`src/mwr_pkg.sv`:
```
package mwr_pkg;

  // ---------------------------------------------------------------
  // Bus geometry
  // ---------------------------------------------------------------
  localparam int unsigned MWR_DATA_W  = 16;
  localparam int unsigned MWR_ADDR_W  = 3;
  localparam int unsigned MWR_N_AXES  = 4;
  localparam int unsigned MWR_GP_W    = 8;
  localparam int unsigned MWR_PARAM_W = 32;

  // ---------------------------------------------------------------
  // Write addresses on the three low address lines
  // ---------------------------------------------------------------
  localparam logic [MWR_ADDR_W-1:0] MWR_ADDR_COMMAND   = 3'h0;
  localparam logic [MWR_ADDR_W-1:0] MWR_ADDR_INT_MODE  = 3'h1;
  localparam logic [MWR_ADDR_W-1:0] MWR_ADDR_SIG_MODE  = 3'h2;
  localparam logic [MWR_ADDR_W-1:0] MWR_ADDR_PROF_MODE = 3'h3;
  localparam logic [MWR_ADDR_W-1:0] MWR_ADDR_GP_XY     = 3'h4;
  localparam logic [MWR_ADDR_W-1:0] MWR_ADDR_GP_ZU     = 3'h5;
  localparam logic [MWR_ADDR_W-1:0] MWR_ADDR_PARAM_LO  = 3'h6;
  localparam logic [MWR_ADDR_W-1:0] MWR_ADDR_PARAM_HI  = 3'h7;

  // ---------------------------------------------------------------
  // Command word fields
  // ---------------------------------------------------------------
  localparam int unsigned MWR_CMD_CODE_LSB = 0;
  localparam int unsigned MWR_CMD_CODE_W   = 8;
  localparam int unsigned MWR_CMD_AXIS_LSB = 8;

  // Axis index order inside every axis-banked vector
  localparam int unsigned MWR_AXIS_X = 0;
  localparam int unsigned MWR_AXIS_Y = 1;
  localparam int unsigned MWR_AXIS_Z = 2;
  localparam int unsigned MWR_AXIS_U = 3;

  // Output register halves: low byte first axis, high byte second
  localparam int unsigned MWR_GP_LO_LSB = 0;
  localparam int unsigned MWR_GP_HI_LSB = 8;

  // ---------------------------------------------------------------
  // Reset values
  // ---------------------------------------------------------------
  localparam logic [MWR_DATA_W-1:0] MWR_MODE_RESET  = 16'h0000;
  localparam logic [MWR_DATA_W-1:0] MWR_WORD_RESET  = 16'h0000;
  localparam logic [MWR_GP_W-1:0]   MWR_GP_RESET    = 8'h00;
  localparam logic [3:0]            MWR_AXIS_RESET  = 4'h0;

  // ---------------------------------------------------------------
  // Types
  // ---------------------------------------------------------------
  typedef enum logic {MWR_IDLE, MWR_ARMED} mwr_phase_t;

  typedef struct packed {
    logic                  cs_n;
    logic                  wr_n;
    logic [MWR_ADDR_W-1:0] addr;
    logic [MWR_DATA_W-1:0] data;
  } mwr_host_bus_t;

  typedef struct packed {
    logic [MWR_DATA_W-1:0] interrupt_mode;
    logic [MWR_DATA_W-1:0] signal_mode;
    logic [MWR_DATA_W-1:0] profile_mode;
  } mwr_axis_modes_t;

  typedef struct packed {
    logic interrupt_mode;
    logic signal_mode;
    logic profile_mode;
  } mwr_bank_strobe_t;

  // ---------------------------------------------------------------
  // Decoding shared by the strobe logic
  // ---------------------------------------------------------------
  function automatic mwr_bank_strobe_t mwr_bank_decode(
    input logic [MWR_ADDR_W-1:0] addr
  );
    mwr_bank_strobe_t s;
    s.interrupt_mode = (addr == MWR_ADDR_INT_MODE);
    s.signal_mode    = (addr == MWR_ADDR_SIG_MODE);
    s.profile_mode   = (addr == MWR_ADDR_PROF_MODE);
    return s;
  endfunction

endpackage

```
`src/mwr_sync.sv`:
```
`timescale 1ns/100ps
module mwr_sync
  import mwr_pkg::*;
#(
  parameter int unsigned WIDTH = 1
) (
  input  wire logic             ref_clk,
  input  wire logic             reset_n,
  input  wire logic [WIDTH-1:0] async_in,
  input  wire logic [WIDTH-1:0] reset_value,
  output logic      [WIDTH-1:0] sync_out
);

  // ---------------------------------------------------------------
  // Two-stage synchroniser
  // ---------------------------------------------------------------
  typedef struct packed {
    logic [WIDTH-1:0] stage1;
    logic [WIDTH-1:0] stage2;
  } mwr_sync_state_t;

  localparam mwr_sync_state_t SYNC_RESET = '{default: '1};

  mwr_sync_state_t state_reg;
  mwr_sync_state_t state_next;

  // Stage one feeds stage two only; nothing else may look at it
  always_comb begin
    state_next        = state_reg;
    state_next.stage1 = async_in;
    state_next.stage2 = state_reg.stage1;
  end

  // Idle level of the host strobes is high, so reset to all ones
  always_ff @(posedge ref_clk or negedge reset_n) begin
    if (!reset_n) begin
      state_reg <= SYNC_RESET;
    end else begin
      state_reg <= state_next;
    end
  end

  // Unused: reset value is fixed to the idle level above
  logic unused_reset_value;
  assign unused_reset_value = ^reset_value;

  assign sync_out = state_reg.stage2;

endmodule

```
`src/mwr_axis_bank.sv`:
```
`timescale 1ns/100ps
module mwr_axis_bank
  import mwr_pkg::*;
(
  input  wire logic                  ref_clk,
  input  wire logic                  reset_n,
  input  wire mwr_bank_strobe_t      write_strobe,
  input  wire logic [MWR_DATA_W-1:0] write_data,
  output mwr_axis_modes_t            modes
);

  // ---------------------------------------------------------------
  // One axis copy of the three mode registers
  // ---------------------------------------------------------------
  mwr_axis_modes_t state_reg;
  mwr_axis_modes_t state_next;

  always_comb begin
    state_next = state_reg;
    if (write_strobe.interrupt_mode) begin
      state_next.interrupt_mode = write_data;
    end
    if (write_strobe.signal_mode) begin
      state_next.signal_mode = write_data;
    end
    if (write_strobe.profile_mode) begin
      state_next.profile_mode = write_data;
    end
  end

  always_ff @(posedge ref_clk or negedge reset_n) begin
    if (!reset_n) begin
      state_reg <= '{MWR_MODE_RESET, MWR_MODE_RESET, MWR_MODE_RESET};
    end else begin
      state_reg <= state_next;
    end
  end

  assign modes = state_reg;

endmodule

```
`src/mwr_write_regs.sv`:
```
//
// Function
// - Every host-writable location is sixteen bits wide on the 16-bit bus.
// - Address 000 is the command location carrying axis selection and command code.
// - Each axis owns its own three mode registers, all reached at one shared address each.
// - A mode register write goes to the axis or axes named by the last command written.
// - Address 001 is the per-axis interrupt enable mode register.
// - Address 010 is the per-axis signal mode register for stop inputs and servo signals.
// - The signal mode register also selects limit and software-limit modes.
// - Address 011 is the per-axis profile register for deceleration and acceleration shape.
// - The profile register also selects the drive pulse output mode and pins.
// - The profile register also selects the encoder input mode and pins.
// - Address 100 drives the general-purpose output pins of the first two axes.
// - Address 101 drives the general-purpose output pins of the last two axes.
// - Address 110 captures bits 15 to 0 of the 32-bit data parameter.
// - Address 111 captures bits 31 to 16 of the 32-bit data parameter.
// - Reset clears every mode register of every axis and both output registers.
//
`timescale 1ns/100ps
module mwr_write_regs
  import mwr_pkg::*;
#(
  parameter int unsigned N_AXES = MWR_N_AXES
) (
  input  wire logic                                    ref_clk,
  input  wire logic                                    reset_n,
  input  wire logic                                    host_cs_n,
  input  wire logic                                    host_wr_n,
  input  wire logic [MWR_ADDR_W-1:0]                   host_addr,
  input  wire logic [MWR_DATA_W-1:0]                   host_data,
  output logic                                         command_valid,
  output logic [MWR_CMD_CODE_W-1:0]                    command_code,
  output logic [N_AXES-1:0]                            command_axes,
  output logic [MWR_PARAM_W-1:0]                       command_param,
  output logic [MWR_PARAM_W-1:0]                       param_value,
  output logic [N_AXES-1:0][MWR_DATA_W-1:0]            interrupt_mode_bank,
  output logic [N_AXES-1:0][MWR_DATA_W-1:0]            signal_mode_bank,
  output logic [N_AXES-1:0][MWR_DATA_W-1:0]            profile_mode_bank,
  output logic [MWR_GP_W-1:0]                          x_axis_gp_pins,
  output logic [MWR_GP_W-1:0]                          y_axis_gp_pins,
  output logic [MWR_GP_W-1:0]                          z_axis_gp_pins,
  output logic [MWR_GP_W-1:0]                          u_axis_gp_pins
);

  // ---------------------------------------------------------------
  // Block state
  // ---------------------------------------------------------------
  typedef struct packed {
    mwr_phase_t                   phase;
    logic [MWR_ADDR_W-1:0]        hold_addr;
    logic [MWR_DATA_W-1:0]        hold_data;
    logic [MWR_DATA_W-1:0]        command_word;
    logic [N_AXES-1:0]            axis_sel;
    logic                         command_valid;
    logic [MWR_PARAM_W-1:0]       command_param;
    logic [MWR_DATA_W-1:0]        param_low_half;
    logic [MWR_DATA_W-1:0]        param_high_half;
    logic [MWR_DATA_W-1:0]        gp_output_axes_xy;
    logic [MWR_DATA_W-1:0]        gp_output_axes_zu;
    logic [N_AXES-1:0]            bank_axes;
    mwr_bank_strobe_t             bank_strobe;
    logic [MWR_DATA_W-1:0]        bank_data;
  } mwr_regs_state_t;

  localparam mwr_regs_state_t REGS_RESET = '{
    phase:             MWR_IDLE,
    hold_addr:         MWR_ADDR_COMMAND,
    hold_data:         MWR_WORD_RESET,
    command_word:      MWR_WORD_RESET,
    axis_sel:          '0,
    command_valid:     1'b0,
    command_param:     '0,
    param_low_half:    MWR_WORD_RESET,
    param_high_half:   MWR_WORD_RESET,
    gp_output_axes_xy: MWR_WORD_RESET,
    gp_output_axes_zu: MWR_WORD_RESET,
    bank_axes:         '0,
    bank_strobe:       '0,
    bank_data:         MWR_WORD_RESET
  };

  mwr_regs_state_t state_reg;
  mwr_regs_state_t state_next;

  // ---------------------------------------------------------------
  // Pin synchronisation
  // ---------------------------------------------------------------
  mwr_host_bus_t pins_raw;
  mwr_host_bus_t pins;

  assign pins_raw = '{host_cs_n, host_wr_n, host_addr, host_data};

  // Address and data travel with the strobes, so a skewed sample
  // is only taken while the strobe is already seen low
  mwr_sync #(
    .WIDTH ($bits(mwr_host_bus_t))
  ) u_pin_sync (
    .ref_clk     (ref_clk),
    .reset_n     (reset_n),
    .async_in    (pins_raw),
    .reset_value ('1),
    .sync_out    (pins)
  );

  // ---------------------------------------------------------------
  // Write capture and register update
  // ---------------------------------------------------------------
  logic              strobe_low;
  logic [N_AXES-1:0] new_axes;

  assign strobe_low = !pins.cs_n && !pins.wr_n;

  always_comb begin
    state_next               = state_reg;
    state_next.command_valid = 1'b0;
    state_next.bank_strobe   = '0;
    new_axes                 = state_reg.hold_data[MWR_CMD_AXIS_LSB +: N_AXES];
    case (state_reg.phase)
      MWR_IDLE: begin
        if (strobe_low) begin
          state_next.phase     = MWR_ARMED;
          state_next.hold_addr = pins.addr;
          state_next.hold_data = pins.data;
        end
      end
      MWR_ARMED: begin
        if (strobe_low) begin
          // Last sample before the strobe rises is the one kept
          state_next.hold_addr = pins.addr;
          state_next.hold_data = pins.data;
        end else begin
          state_next.phase = MWR_IDLE;
          case (state_reg.hold_addr)
            MWR_ADDR_COMMAND: begin
              state_next.command_word  = state_reg.hold_data;
              state_next.axis_sel      = new_axes;
              state_next.command_valid = 1'b1;
              state_next.command_param = {state_reg.param_high_half,
                                          state_reg.param_low_half};
            end
            MWR_ADDR_GP_XY: begin
              state_next.gp_output_axes_xy = state_reg.hold_data;
            end
            MWR_ADDR_GP_ZU: begin
              state_next.gp_output_axes_zu = state_reg.hold_data;
            end
            MWR_ADDR_PARAM_LO: begin
              state_next.param_low_half = state_reg.hold_data;
            end
            MWR_ADDR_PARAM_HI: begin
              state_next.param_high_half = state_reg.hold_data;
            end
            default: begin
              state_next.bank_strobe = mwr_bank_decode(state_reg.hold_addr);
              state_next.bank_axes   = state_reg.axis_sel;
              state_next.bank_data   = state_reg.hold_data;
            end
          endcase
        end
      end
      default: begin
        state_next.phase = MWR_IDLE;
      end
    endcase
  end

  always_ff @(posedge ref_clk or negedge reset_n) begin
    if (!reset_n) begin
      state_reg <= REGS_RESET;
    end else begin
      state_reg <= state_next;
    end
  end

  // ---------------------------------------------------------------
  // Axis-banked mode registers
  // ---------------------------------------------------------------
  mwr_axis_modes_t [N_AXES-1:0] axis_modes;

  genvar g;
  generate
    for (g = 0; g < N_AXES; g++) begin : g_axis
      mwr_bank_strobe_t axis_strobe;

      assign axis_strobe = state_reg.bank_axes[g] ? state_reg.bank_strobe : '0;

      mwr_axis_bank u_bank (
        .ref_clk      (ref_clk),
        .reset_n      (reset_n),
        .write_strobe (axis_strobe),
        .write_data   (state_reg.bank_data),
        .modes        (axis_modes[g])
      );

      assign interrupt_mode_bank[g] = axis_modes[g].interrupt_mode;
      assign signal_mode_bank[g]    = axis_modes[g].signal_mode;
      assign profile_mode_bank[g]   = axis_modes[g].profile_mode;
    end
  endgenerate

  // ---------------------------------------------------------------
  // Outputs, all straight from flip-flops
  // ---------------------------------------------------------------
  assign command_valid = state_reg.command_valid;
  assign command_code  = state_reg.command_word[MWR_CMD_CODE_LSB +: MWR_CMD_CODE_W];
  assign command_axes  = state_reg.axis_sel;
  assign command_param = state_reg.command_param;
  assign param_value   = {state_reg.param_high_half, state_reg.param_low_half};

  assign x_axis_gp_pins = state_reg.gp_output_axes_xy[MWR_GP_LO_LSB +: MWR_GP_W];
  assign y_axis_gp_pins = state_reg.gp_output_axes_xy[MWR_GP_HI_LSB +: MWR_GP_W];
  assign z_axis_gp_pins = state_reg.gp_output_axes_zu[MWR_GP_LO_LSB +: MWR_GP_W];
  assign u_axis_gp_pins = state_reg.gp_output_axes_zu[MWR_GP_HI_LSB +: MWR_GP_W];

endmodule

```
`config.mk`:
```
export PLATFORM = sky130hd
export DESIGN_NAME = mwr_write_regs
export DESIGN_NICKNAME = d
export VERILOG_FILES = /design/src/mwr_pkg.sv /design/src/mwr_sync.sv /design/src/mwr_axis_bank.sv /design/src/mwr_write_regs.sv
export SDC_FILE = /design/constraint.sdc
export NUM_CORES = 1
export LEC_CHECK = 0
export ABC_AREA = 0
export BUFFER_PORTS_ARGS = -buffer_cell sky130_fd_sc_hd__buf_2
export CAP_MARGIN = 20
export CORE_MARGIN = 10
export CORE_UTILIZATION = 40
export DETAILED_ROUTE_END_ITERATION = 10
export GPL_TIMING_DRIVEN = 0
export SLEW_MARGIN = 20
export SYNTH_ARGS = -nofsm -noshare
export SYNTH_HDL_FRONTEND = slang
export SYNTH_SLANG_ARGS = --single-unit
```
`constraint.sdc`:
```
create_clock -name ref_clk -period 2.52 [get_ports ref_clk]
set_input_delay 0.252 -clock ref_clk [delete_from_list [all_inputs] [get_ports ref_clk]]
set_output_delay 0.252 -clock ref_clk [all_outputs]
set_load 0.01 [all_outputs]
```
==> impl_results.md, run 1 <==
* FF/Latch Area at 9710 µm²
* Placer Congestion at 0.749
* Area Growth Syn to Fin at 25.7%
* Largest family of logic cells by synthesized area: multiplexers
* Simple-Gate Fraction of Synth Area at 0.00911
* Rows at 70
* Residual DRC at 0
* Post-Syn Nets at 929
* Drt total wl at 37.5 mm
* Multi-input logic area at 4100 µm²
* Num CTS Buffers at 41
* Die Wd at 213 µm
* I/O pin cnt at 324
* RSZ-0062 raised after global routing: false
* Layout cells sized above 1 at 0.652
* Worst slew pin tran at 0.863 ns
* Max reg flops at 192
* Iter 0 DRT Violations at 353
* Clock sinks at 386
* CP startpoint: u_pin_sync.sync_out[19]$_DFF_PN1_
* Crit Path Max Fanout at 10
* Final setup viols at 0
* Diodes inserted at 0
* Die area at 45200 µm²
* Clk root buf: clkbuf_16
* Mux cell area share after synthesis at 0.266
* Grt ovf at 0
* Port bufs at 323
* Pwr dens at 1160 nW/µm²
* Worst path slowest cell: nor2_1
* Leak at 0.0100 µW
* CP peak stage delay at 0.67 ns
* All-layer global routing usage at 0.163
* Startpoint class of the critical path: flop
* Count of different cell masters after synthesis at 22
* Vias per Instance at 4.71
* Nets at 1321
* Antenna-violating nets left at 0
* Hold Crit Class: in2async
* Largest net degree at the start of global routing at 101
* Initial Util at 0.405
* Synth Area in Adders at 0
* Complex-gate fraction of the synthesized area at 0.000928
* Cell Count Post-Placement at 1701
* Clk slew on worst S/H paths at 0.06 ns
* Seq cells post-synth at 386
* CP bufs+invs at 1
* Status: completed
* Worst skew pair latency at 0.53 ns
* Die Span Y at 213 µm
* Ys Warns at 0
* Worst path arrival time at 2.61 ns
* Area of the mapped netlist at 14800 µm²
* Post-Syn Instances at 906
* CTS tree: yes
* Max_slew headroom at 0.422
* Crit path kind: reg2reg
* CP Capture Type: flop
* Critical R2R Launch: u_pin_sync.sync_out[19]$_DFF_PN1_
* CTS max path bufs at 3
* Final Hold Violating Endpoints at 0
* Worst Clk Skew at 0.0142 ns
* CP Data Required Time at 2.92 ns
* Vias in the first global route at 9190
* Fin crit share at 0.875
* XOR/XNOR share of the synthesized area at 0
* First-pass GRT wire length at 56.9 mm
* Crit-path leading delay family: simple AND/OR/NAND/NOR gates
* Fill count at 3191
* Max-slew violation count at 0
* Maxcap violations at 0
* Period minus WS final at 2.20 ns
* Core footprint at 36600 µm²
* Vias post-DR at 8454
* Worst VDD drop at 634 µV
* CTS H-tree lvls at 2
* Avg Cell Area, Syn at 16.4 µm²
* CP cell instances: o21ai_2, nor2_1, buf_2, mux2_2
* Fmax at 454 MHz
* Initial antenna violation count at 0
* Routed len/inst at 20.9 µm
* Final HPWL DP at 27.3 mm
* Sequential share of the synthesized area at 0.655
* Final non-filler cell total at 1794
* Fin Setup TNS at 0 ns
* Initial DRT Pass Iterations at 4
==> cells in the mapped netlist (all sizes together) <==
master,instances,share of area
nand2b,1,0.00042
buf,121,0.061
nand3b,1,0.00051
or3,1,0.00042
nand2,15,0.0038
inv,1,0.00025
nand3,1,0.00034
mux2,338,0.27
clkbuf,30,0.0076
nor2,3,0.00076
or4,1,0.00076
dfstp,42,0.074
dfrtp,344,0.58
nor3,4,0.0017
nor4,1,0.00042
o21ai,2,0.00093
==> layout by cell type (no fill, tap or decap), types with 3 or more instances in the layout <==
master         synthesis  layout
dfrtp_1              344     344
buf_2                  8     330
mux2_2               277     277
buf_4                108     108
clkbuf_1              30      45
clkbuf_16              0      43
dfstp_2               42      42
mux2_4                39      39
mux2_1                22      22
dlygate4sd3_1          0      22
nand2_1               15      15
clkinv_2               0       6
buf_6                  5       5
clkbuf_8               0       5
buf_16                 0       4
nor2_1                 3       3
nor3_1                 3       3
==> cells by family (layout without fill, tap and decap cells) <==
| family | Yosys count | after routing |
|---|---|---|
| flops | 386 | 386 |
| compound gates | 2 | 2 |
| buf+inv | 152 | 572 |
| simple gates | 28 | 28 |
| mux | 338 | 338 |
==> what timing repair did <==
action                                 4_1_cts  5_1_grt
resized for setup                            0        0
endpoints found under the hold margin       83        0
buffers inserted                             0        0
hold buffers                                22        0
==> metrics by stage <==
stage / cell area, µm² / utilization / power [µW] / worst slack, ns / hold WS, ns
after floorplan: 14800 / - / 13000 / 0.714 / -0.0436
after global placement: 17000 / 0.465 / 16000 / -6.37 / 0.346
after detailed placement: 17200 / 0.469 / 16200 / 0.250 / 0.255
after CTS: 18600 / 0.509 / 22000 / 0.227 / 0.280
after global routing: 18600 / 0.509 / 22900 / 0.215 / 0.290
final: 18600 / 0.509 / 21700 / 0.315 / 0.266
==> worst register-to-register path: stages (launching register included) <==
cell and delay (ns):
dfstp_2 0.53, o21ai_2 0.09, nor2_1 0.67, buf_2 0.41, mux2_2 0.38
==> final timing paths <==
check | to | cells past startpoint | slack (ns)
max | param_value[25]$_DFFE_PN0P_ | 4 | 0.32
min | command_param[28]$_DFFE_PN0P_ | 2 | 0.27
max reg2reg | param_value[25]$_DFFE_PN0P_ | 4 | 0.32
min reg2reg | u_pin_sync.sync_out[11]$_DFF_PN1_ | 0 | 0.35
max in group asynchronous | g_axis[2].u_bank.modes[1]$_DFFE_PN0P_ | 5 | 0.74
min in group ref_clk | u_pin_sync.sync_out[11]$_DFF_PN1_ | 0 | 0.35
==> routing by layer <==
layer | vias to the layer above | wire, µm | GRT usage
met5 | - | 0 | 0
met4 | 0 | 537 | 0.0389
met3 | 47 | 2680 | 0.0446
met2 | 232 | 18100 | 0.266
met1 | 4368 | 16200 | 0.210
li1 | 3807 | - | -
==> power breakdown <==
group / switching [µW] / total [µW] / leakage [µW] / internal (µW)
Sequential: 1300 / 9440 / 0.00499 / 8140
Clock: 2340 / 5720 / 0.000626 / 3370
Combinational: 2980 / 6510 / 0.00443 / 3520
Total: 6630 / 21700 / 0.0100 / 15000
==> area by class of cell <==
cell class | instances | area share
plain buffers | 151 | 0.0547
clock buffers | 63 | 0.0644
clock inverters | 8 | 0.00369
inverters | 1 | 0.000201
multi-input cells | 368 | 0.220
flip-flops and latches | 386 | 0.521
well taps | 468 | 0.0314
repair buffers | 349 | 0.105
Power figures use the tool's default switching activity.
==> inputs of run 2 (changes only) <==
SYNTH_HIERARCHICAL = 1   (was not set)
==> run 2 against run 1 <==
Against the previous run:
- clock power increased by 24%
- clock-buffer cell count down 1
- final area is 6.3% higher
- routed wire length grew 4.9%
- register-to-register slack got worse by 0.04 ns
- sequential power up 4.6%
- total power grew 7.9%
- setup slack worse by 0.041 ns
- combinational power shrank 2%
- first-iteration DRC count increased by 16%
- largest power group unchanged
- highest routed layer unchanged
==> impl_results.md, run 2 <==
* Status: completed
* Die area at 47300 µm² (+4.6%)
* Ys Warns at 6 (+6)
* Cell Count Post-Placement at 1745 (+2.6%)
* Design Area, Final at 19800 µm² (+6.3%)
* CTS H-tree lvls at 2 (unchanged)
* Die Span Y at 217 µm (+2.3%)
* Port bufs at 323 (unchanged)
* Num CTS Buffers at 44 (+7.3%)
* Max reg flops at 192 (unchanged)
* Hold Crit Class: in2async
* Final hold slack at 0.272 ns (+0.00682 ns)
* Most frequent cells in the layout: 344 x dfrtp_1, 327 x buf_2, 179 x mux2_2, 159 x mux2_4, 110 x buf_4
* First-pass GRT wire length at 60.0 mm (+5.5%)
* Period minus WS final at 2.25 ns (+0.0410 ns)
* Clk root buf: clkbuf_16
* CTS tree: yes
* RSZ-0062 raised after global routing: false
* Crit path kind: reg2reg
* Vias post-DR at 8462 (+0.095%)
* Worst path arrival time at 2.67 ns (+0.06 ns)
* Antenna-violating nets left at 0 (unchanged)
* Vias per Instance at 4.58 (-2.8%)
* Worst skew pair latency at 0.55 ns (+0.02 ns)
* Grt ovf at 0 (unchanged)
* Post-CTS Setup Repair Bufs at 0 (unchanged)
* Multi-input logic area at 4590 µm² (+12%)
* Leak at 0.0104 µW (+3.8%)
* Avg Cell Area, Syn at 17.3 µm² (+5.7%)
* Initial DRT Pass Iterations at 6 (+2)
* Rows at 72 (+2.9%)
* Iter 0 DRT Violations at 408 (+16%)
* Pwr dens at 1180 nW/µm² (+1.5%)
* Drt total wl at 39.3 mm (+4.9%)
* Layout cells sized above 1 at 0.699 (+0.0469)
* Fmax at 445 MHz (-1.8%)
* All-layer global routing usage at 0.165 (+0.00186)
* Most common cell after layout, fill and taps aside: dfrtp_1
* Core footprint at 38600 µm² (+5.3%)
* Nets at 1318 (-0.23%)
* Area Growth Syn to Fin at 27.3%
* Max_slew headroom at 0.498 (+0.0753)
* Die Wd at 217 µm (+2.3%)
* Fin crit share at 0.891 (+0.0163)
* Maxcap violations at 0 (unchanged)
* Final Hold Violating Endpoints at 0 (unchanged)
* Initial antenna violation count at 0 (unchanged)
* I/O pin cnt at 324 (unchanged)
* Startpoint class of the critical path: flop
* CTS max path bufs at 3 (unchanged)
* Worst VDD drop at 741 µV (+17%)
* Fin Setup TNS at 0 ns (unchanged)
* Clk slew on worst S/H paths at 0.06 ns (about the same)
* Final setup viols at 0 (unchanged)
* DR WL met2 at 19.1 mm (+5.9%)
* Final HPWL DP at 27.4 mm (+0.48%)
* Post-Syn Nets at 923 (-0.65%)
* Routed len/inst at 21.3 µm (+1.8%)
* Placer Congestion at 0.747 (-0.24%)
* DR WL met3 at 2.28 mm (-15%)
* CP Data Required Time at 2.95 ns (+0.03 ns)
* Area after DPL at 18000 µm² (+4.7%)
* Fill count at 3308 (+3.7%)
* Worst Clk Skew at 0.0113 ns (-0.00291 ns)
* Post-Syn Instances at 900 (-0.66%)
* Final non-filler cell total at 1848 (+3.0%)
* Worst slew pin tran at 0.753 ns (-0.110 ns)
* Initial Util at 0.404 (-0.00112)
* Area of the mapped netlist at 15600 µm² (+5.0%)
* FF/Latch Area at 9710 µm² (unchanged)
* Vias in the first global route at 9345 (+1.7%)
* Max-slew violation count at 0 (unchanged)
* Metal1 wirelength at 17.2 mm (+6.0%)
* Diodes inserted at 0 (unchanged)
* CP Capture Type: flop
* DR top layer: met4
* Crit Path Max Fanout at 10 (unchanged)
* Clock sinks at 386 (unchanged)
* Largest net degree at the start of global routing at 95 (-5.9%)
* Residual DRC at 0 (unchanged)
[run 2: metrics by stage]
step / power [µW] / util / worst slack (ns)
2_1_floorplan: 13300 / - / 0.834
3_3_place_gp: 16400 / 0.463 / -6.51
3_5_place_dp: 16500 / 0.466 / 0.264
4_1_cts: 23800 / 0.514 / 0.263
5_1_grt: 24600 / 0.514 / 0.124
6_report: 23400 / 0.514 / 0.274
[run 2: worst max-delay path: stages, from the launching register on]
cell      delay (ns)
dfstp_2         0.36
nor2_1          0.57
nand3b_1        0.44
buf_2           0.37
mux2_2          0.37
[run 2: per-layer routing]
metal  vias to the layer above  GRT usage
met4                         0     0.0482
met1                      4421      0.212
met5                         -          0
met3                        49     0.0445
li1                       3788          -
met2                       204      0.267
[run 2: report_power, final]
| part | total (µW) | internal [µW] | leakage (µW) | switching, µW |
|---|---|---|---|---|
| registers | 9870 | 8090 | 0.00500 | 1780 |
| clock network | 7100 | 4550 | 0.000815 | 2560 |
| logic | 6410 | 3830 | 0.00462 | 2580 |
[run 2: layout make-up]
cell class / count / share of cell area
Clock buffer: 62 / 0.0661
Tap cell: 518 / 0.0327
Inverter: 1 / 0.000189
Sequential cell: 386 / 0.490
Multi-Input combinational cell: 368 / 0.231
Clock inverter: 19 / 0.0167
Buffer: 145 / 0.0645
Timing Repair Buffer: 349 / 0.0987
[run 2: what timing repair did]
| action | CTS | global route |
|---|---|---|
| resized for setup | 0 | 0 |
| hold buffers | 22 | 0 |
| hold endpoints to repair | 97 | 0 |
[run 2: final timing paths]
path | startpoint | to | slack (ns) | depth (start not counted)
max | u_pin_sync/sync_out[19]$_DFF_PN1_ | y_axis_gp_pins[4]$_DFFE_PN0P_ | 0.27 | 4
min | reset_n | g_axis[1].u_bank/modes[14]$_DFFE_PN0P_ | 0.27 | 2
max reg2reg | u_pin_sync/sync_out[19]$_DFF_PN1_ | y_axis_gp_pins[4]$_DFFE_PN0P_ | 0.27 | 4
min reg2reg | u_pin_sync/state_next[6]$_DFF_PN1_ | u_pin_sync/sync_out[6]$_DFF_PN1_ | 0.35 | 0
max in group asynchronous | reset_n | u_pin_sync/state_next[15]$_DFF_PN1_ | 0.90 | 4
min in group ref_clk | host_data[3] | u_pin_sync/state_next[3]$_DFF_PN1_ | 0.34 | 2
==> inputs of run 3 (changes only) <==
CORE_MARGIN = 4   (was 10)
==> run 3 against run 2 <==
Against the previous run:
- final area shrank 1.4%
- combinational power shrank 2%
- clock-buffer cell count grew 2
- fmax grew 3.3%
==> impl_results.md, run 3 (same netlist as run 2, synthesis figures left out) <==
* Status: completed
* Initial antenna violation count at 0 (unchanged)
* CTS tree: yes
* Vias per Instance at 4.59 (+0.35%)
* CTS H-tree lvls at 2 (unchanged)
* Iter 0 DRT Violations at 253 (-38%)
* Die area at 42200 µm² (-11%)
* Worst skew pair latency at 0.55 ns (about the same)
* Worst Clk Skew at 0.0153 ns (+0.00406 ns)
* Startpoint class of the critical path: flop
* Final HPWL DP at 25.4 mm (-7.3%)
* RSZ-0062 raised after global routing: false
* Clock sinks at 386 (unchanged)
* Worst VDD drop at 526 µV (-29%)
* Initial DRT Pass Iterations at 4 (-2)
* Placer Congestion at 0.779 (+4.2%)
* Rows at 72 (unchanged)
* Crit path kind: reg2reg
* All-layer global routing usage at 0.176 (+0.0109)
* Crit Path Max Fanout at 10 (unchanged)
* Drt total wl at 37.0 mm (-5.9%)
* Pwr Total at 22200 µW (-5.2%)
* Vias post-DR at 8473 (+0.13%)
* Residual DRC at 0 (unchanged)
* Final non-filler cell total at 1844 (-0.22%)
* Die Span Y at 205 µm (-5.5%)
* Largest net degree at the start of global routing at 95 (unchanged)
* Vias in the first global route at 9120 (-2.4%)
* Die Wd at 205 µm (-5.5%)
* Area Growth Syn to Fin at 25.4%
* Clk slew on worst S/H paths at 0.06 ns (about the same)
* Fin Setup TNS at 0 ns (unchanged)
* Max-slew violation count at 0 (unchanged)
* Worst slew pin tran at 0.749 ns (-0.00406 ns)
* Hold Crit Class: in2async
* I/O pin cnt at 324 (unchanged)
* Final core utilization at 0.507 (-0.00733)
* Max reg flops at 192 (unchanged)
* Fmax at 460 MHz (+3.3%)
* Diodes inserted at 0 (unchanged)
* Final Hold Violating Endpoints at 0 (unchanged)
* Initial Util at 0.404 (unchanged)
* Cell Count Post-Placement at 1745 (unchanged)
* Pwr dens at 1130 nW/µm² (-3.8%)
* Final hold slack at 0.228 ns (-0.0443 ns)
* Nets at 1316 (-0.15%)
* Num CTS Buffers at 42 (-4.5%)
* Final setup viols at 0 (unchanged)
* Fill count at 3396 (+2.7%)
* Routed len/inst at 20.1 µm (-5.7%)
* Layout cells sized above 1 at 0.692 (-0.00694)
* Core footprint at 38600 µm² (unchanged)
* Max_slew headroom at 0.498 (about the same)
* CTS max path bufs at 3 (unchanged)
* CP Capture Type: flop
* First-pass GRT wire length at 56.6 mm (-5.8%)
* Worst path arrival time at 2.59 ns (-0.08 ns)
* Most common cell after layout, fill and taps aside: dfrtp_1
* Period minus WS final at 2.17 ns (-0.0718 ns)
* Maxcap violations at 0 (unchanged)
* Antenna-violating nets left at 0 (unchanged)
* CP Data Required Time at 2.94 ns (about the same)
* Leak at 0.0103 µW (-1.4%)
* Most frequent cells in the layout: 344 x dfrtp_1, 327 x buf_2, 179 x mux2_2, 159 x mux2_4, 110 x buf_4
* Grt ovf at 0 (unchanged)
* Port bufs at 323 (unchanged)
* Clk root buf: clkbuf_16
* Fin crit share at 0.863 (-0.0285)
## run 3: changes by cell type in the layout (fill, tap and decap cells not counted), sizes merged
cell,previous run,this run
clkinvlp,0,2
bufinv,9,2
clkinv,7,8
inv,4,2
clkbuf,64,66
## run 3: through the flow
step	worst slack (ns)	area [µm²]
final	0.346	19500
after global routing	0.249	19500
after CTS	0.323	19500
after detailed placement	0.329	18000
after global placement	-6.51	17800
after floorplan	0.834	15600
## run 3: timing repair
| item | in CTS | in global routing |
|---|---|---|
| buffers inserted | 0 | 0 |
| resized for setup | 0 | 0 |
| hold endpoints to repair | 77 | 0 |
| hold buffers | 22 | 0 |
## run 3: area by class of cell
class                   count  area [µm²]  share of cell area
plain buffers             145        1280              0.0654
clock inverters            13         124             0.00634
repair buffers            349        1960               0.100
clock buffers              64        1230              0.0632
flip-flops and latches    386        9710               0.497
multi-input cells         368        4590               0.235
well taps                 518         648              0.0332
inverters                   1        3.75            0.000192
## run 3: power by group
group	internal [µW]	switching (µW)	total [µW]
Sequential	8090	1770	9860
Clock	3590	2420	6000
Combinational	3830	2480	6310
## run 3: path summary, 6_finish.rpt
path | startpoint | endpoint | slack (ns) | depth (start not counted)
worst max-delay path | u_pin_sync/sync_out[19]$_DFF_PN1_ | y_axis_gp_pins[5]$_DFFE_PN0P_ | 0.35 | 4
worst min-delay path | reset_n | command_param[3]$_DFFE_PN0P_ | 0.23 | 2
worst max register to register | u_pin_sync/sync_out[19]$_DFF_PN1_ | y_axis_gp_pins[5]$_DFFE_PN0P_ | 0.35 | 4
worst min register to register | u_pin_sync/state_next[5]$_DFF_PN1_ | u_pin_sync/sync_out[5]$_DFF_PN1_ | 0.35 | 0
max in group asynchronous | reset_n | g_axis[3].u_bank/modes[24]$_DFFE_PN0P_ | 1.05 | 4
min in group ref_clk | u_pin_sync/state_next[5]$_DFF_PN1_ | u_pin_sync/sync_out[5]$_DFF_PN1_ | 0.35 | 0
## run 3: critical path, stage by stage, from the launching register on
cell and delay (ns):
dfstp_2 0.36, nor2_1 0.50, nand3b_1 0.44, buf_2 0.37, mux2_2 0.37
## run 3: routing by layer
metal	up-vias	wire (µm)	track usage	part of all wire
met5	-	0	0	0
met4	0	940	0.0584	0.025
met3	50	2100	0.0418	0.057
met2	209	17800	0.282	0.48
met1	4414	16100	0.237	0.44
li1	3800	-	-	-
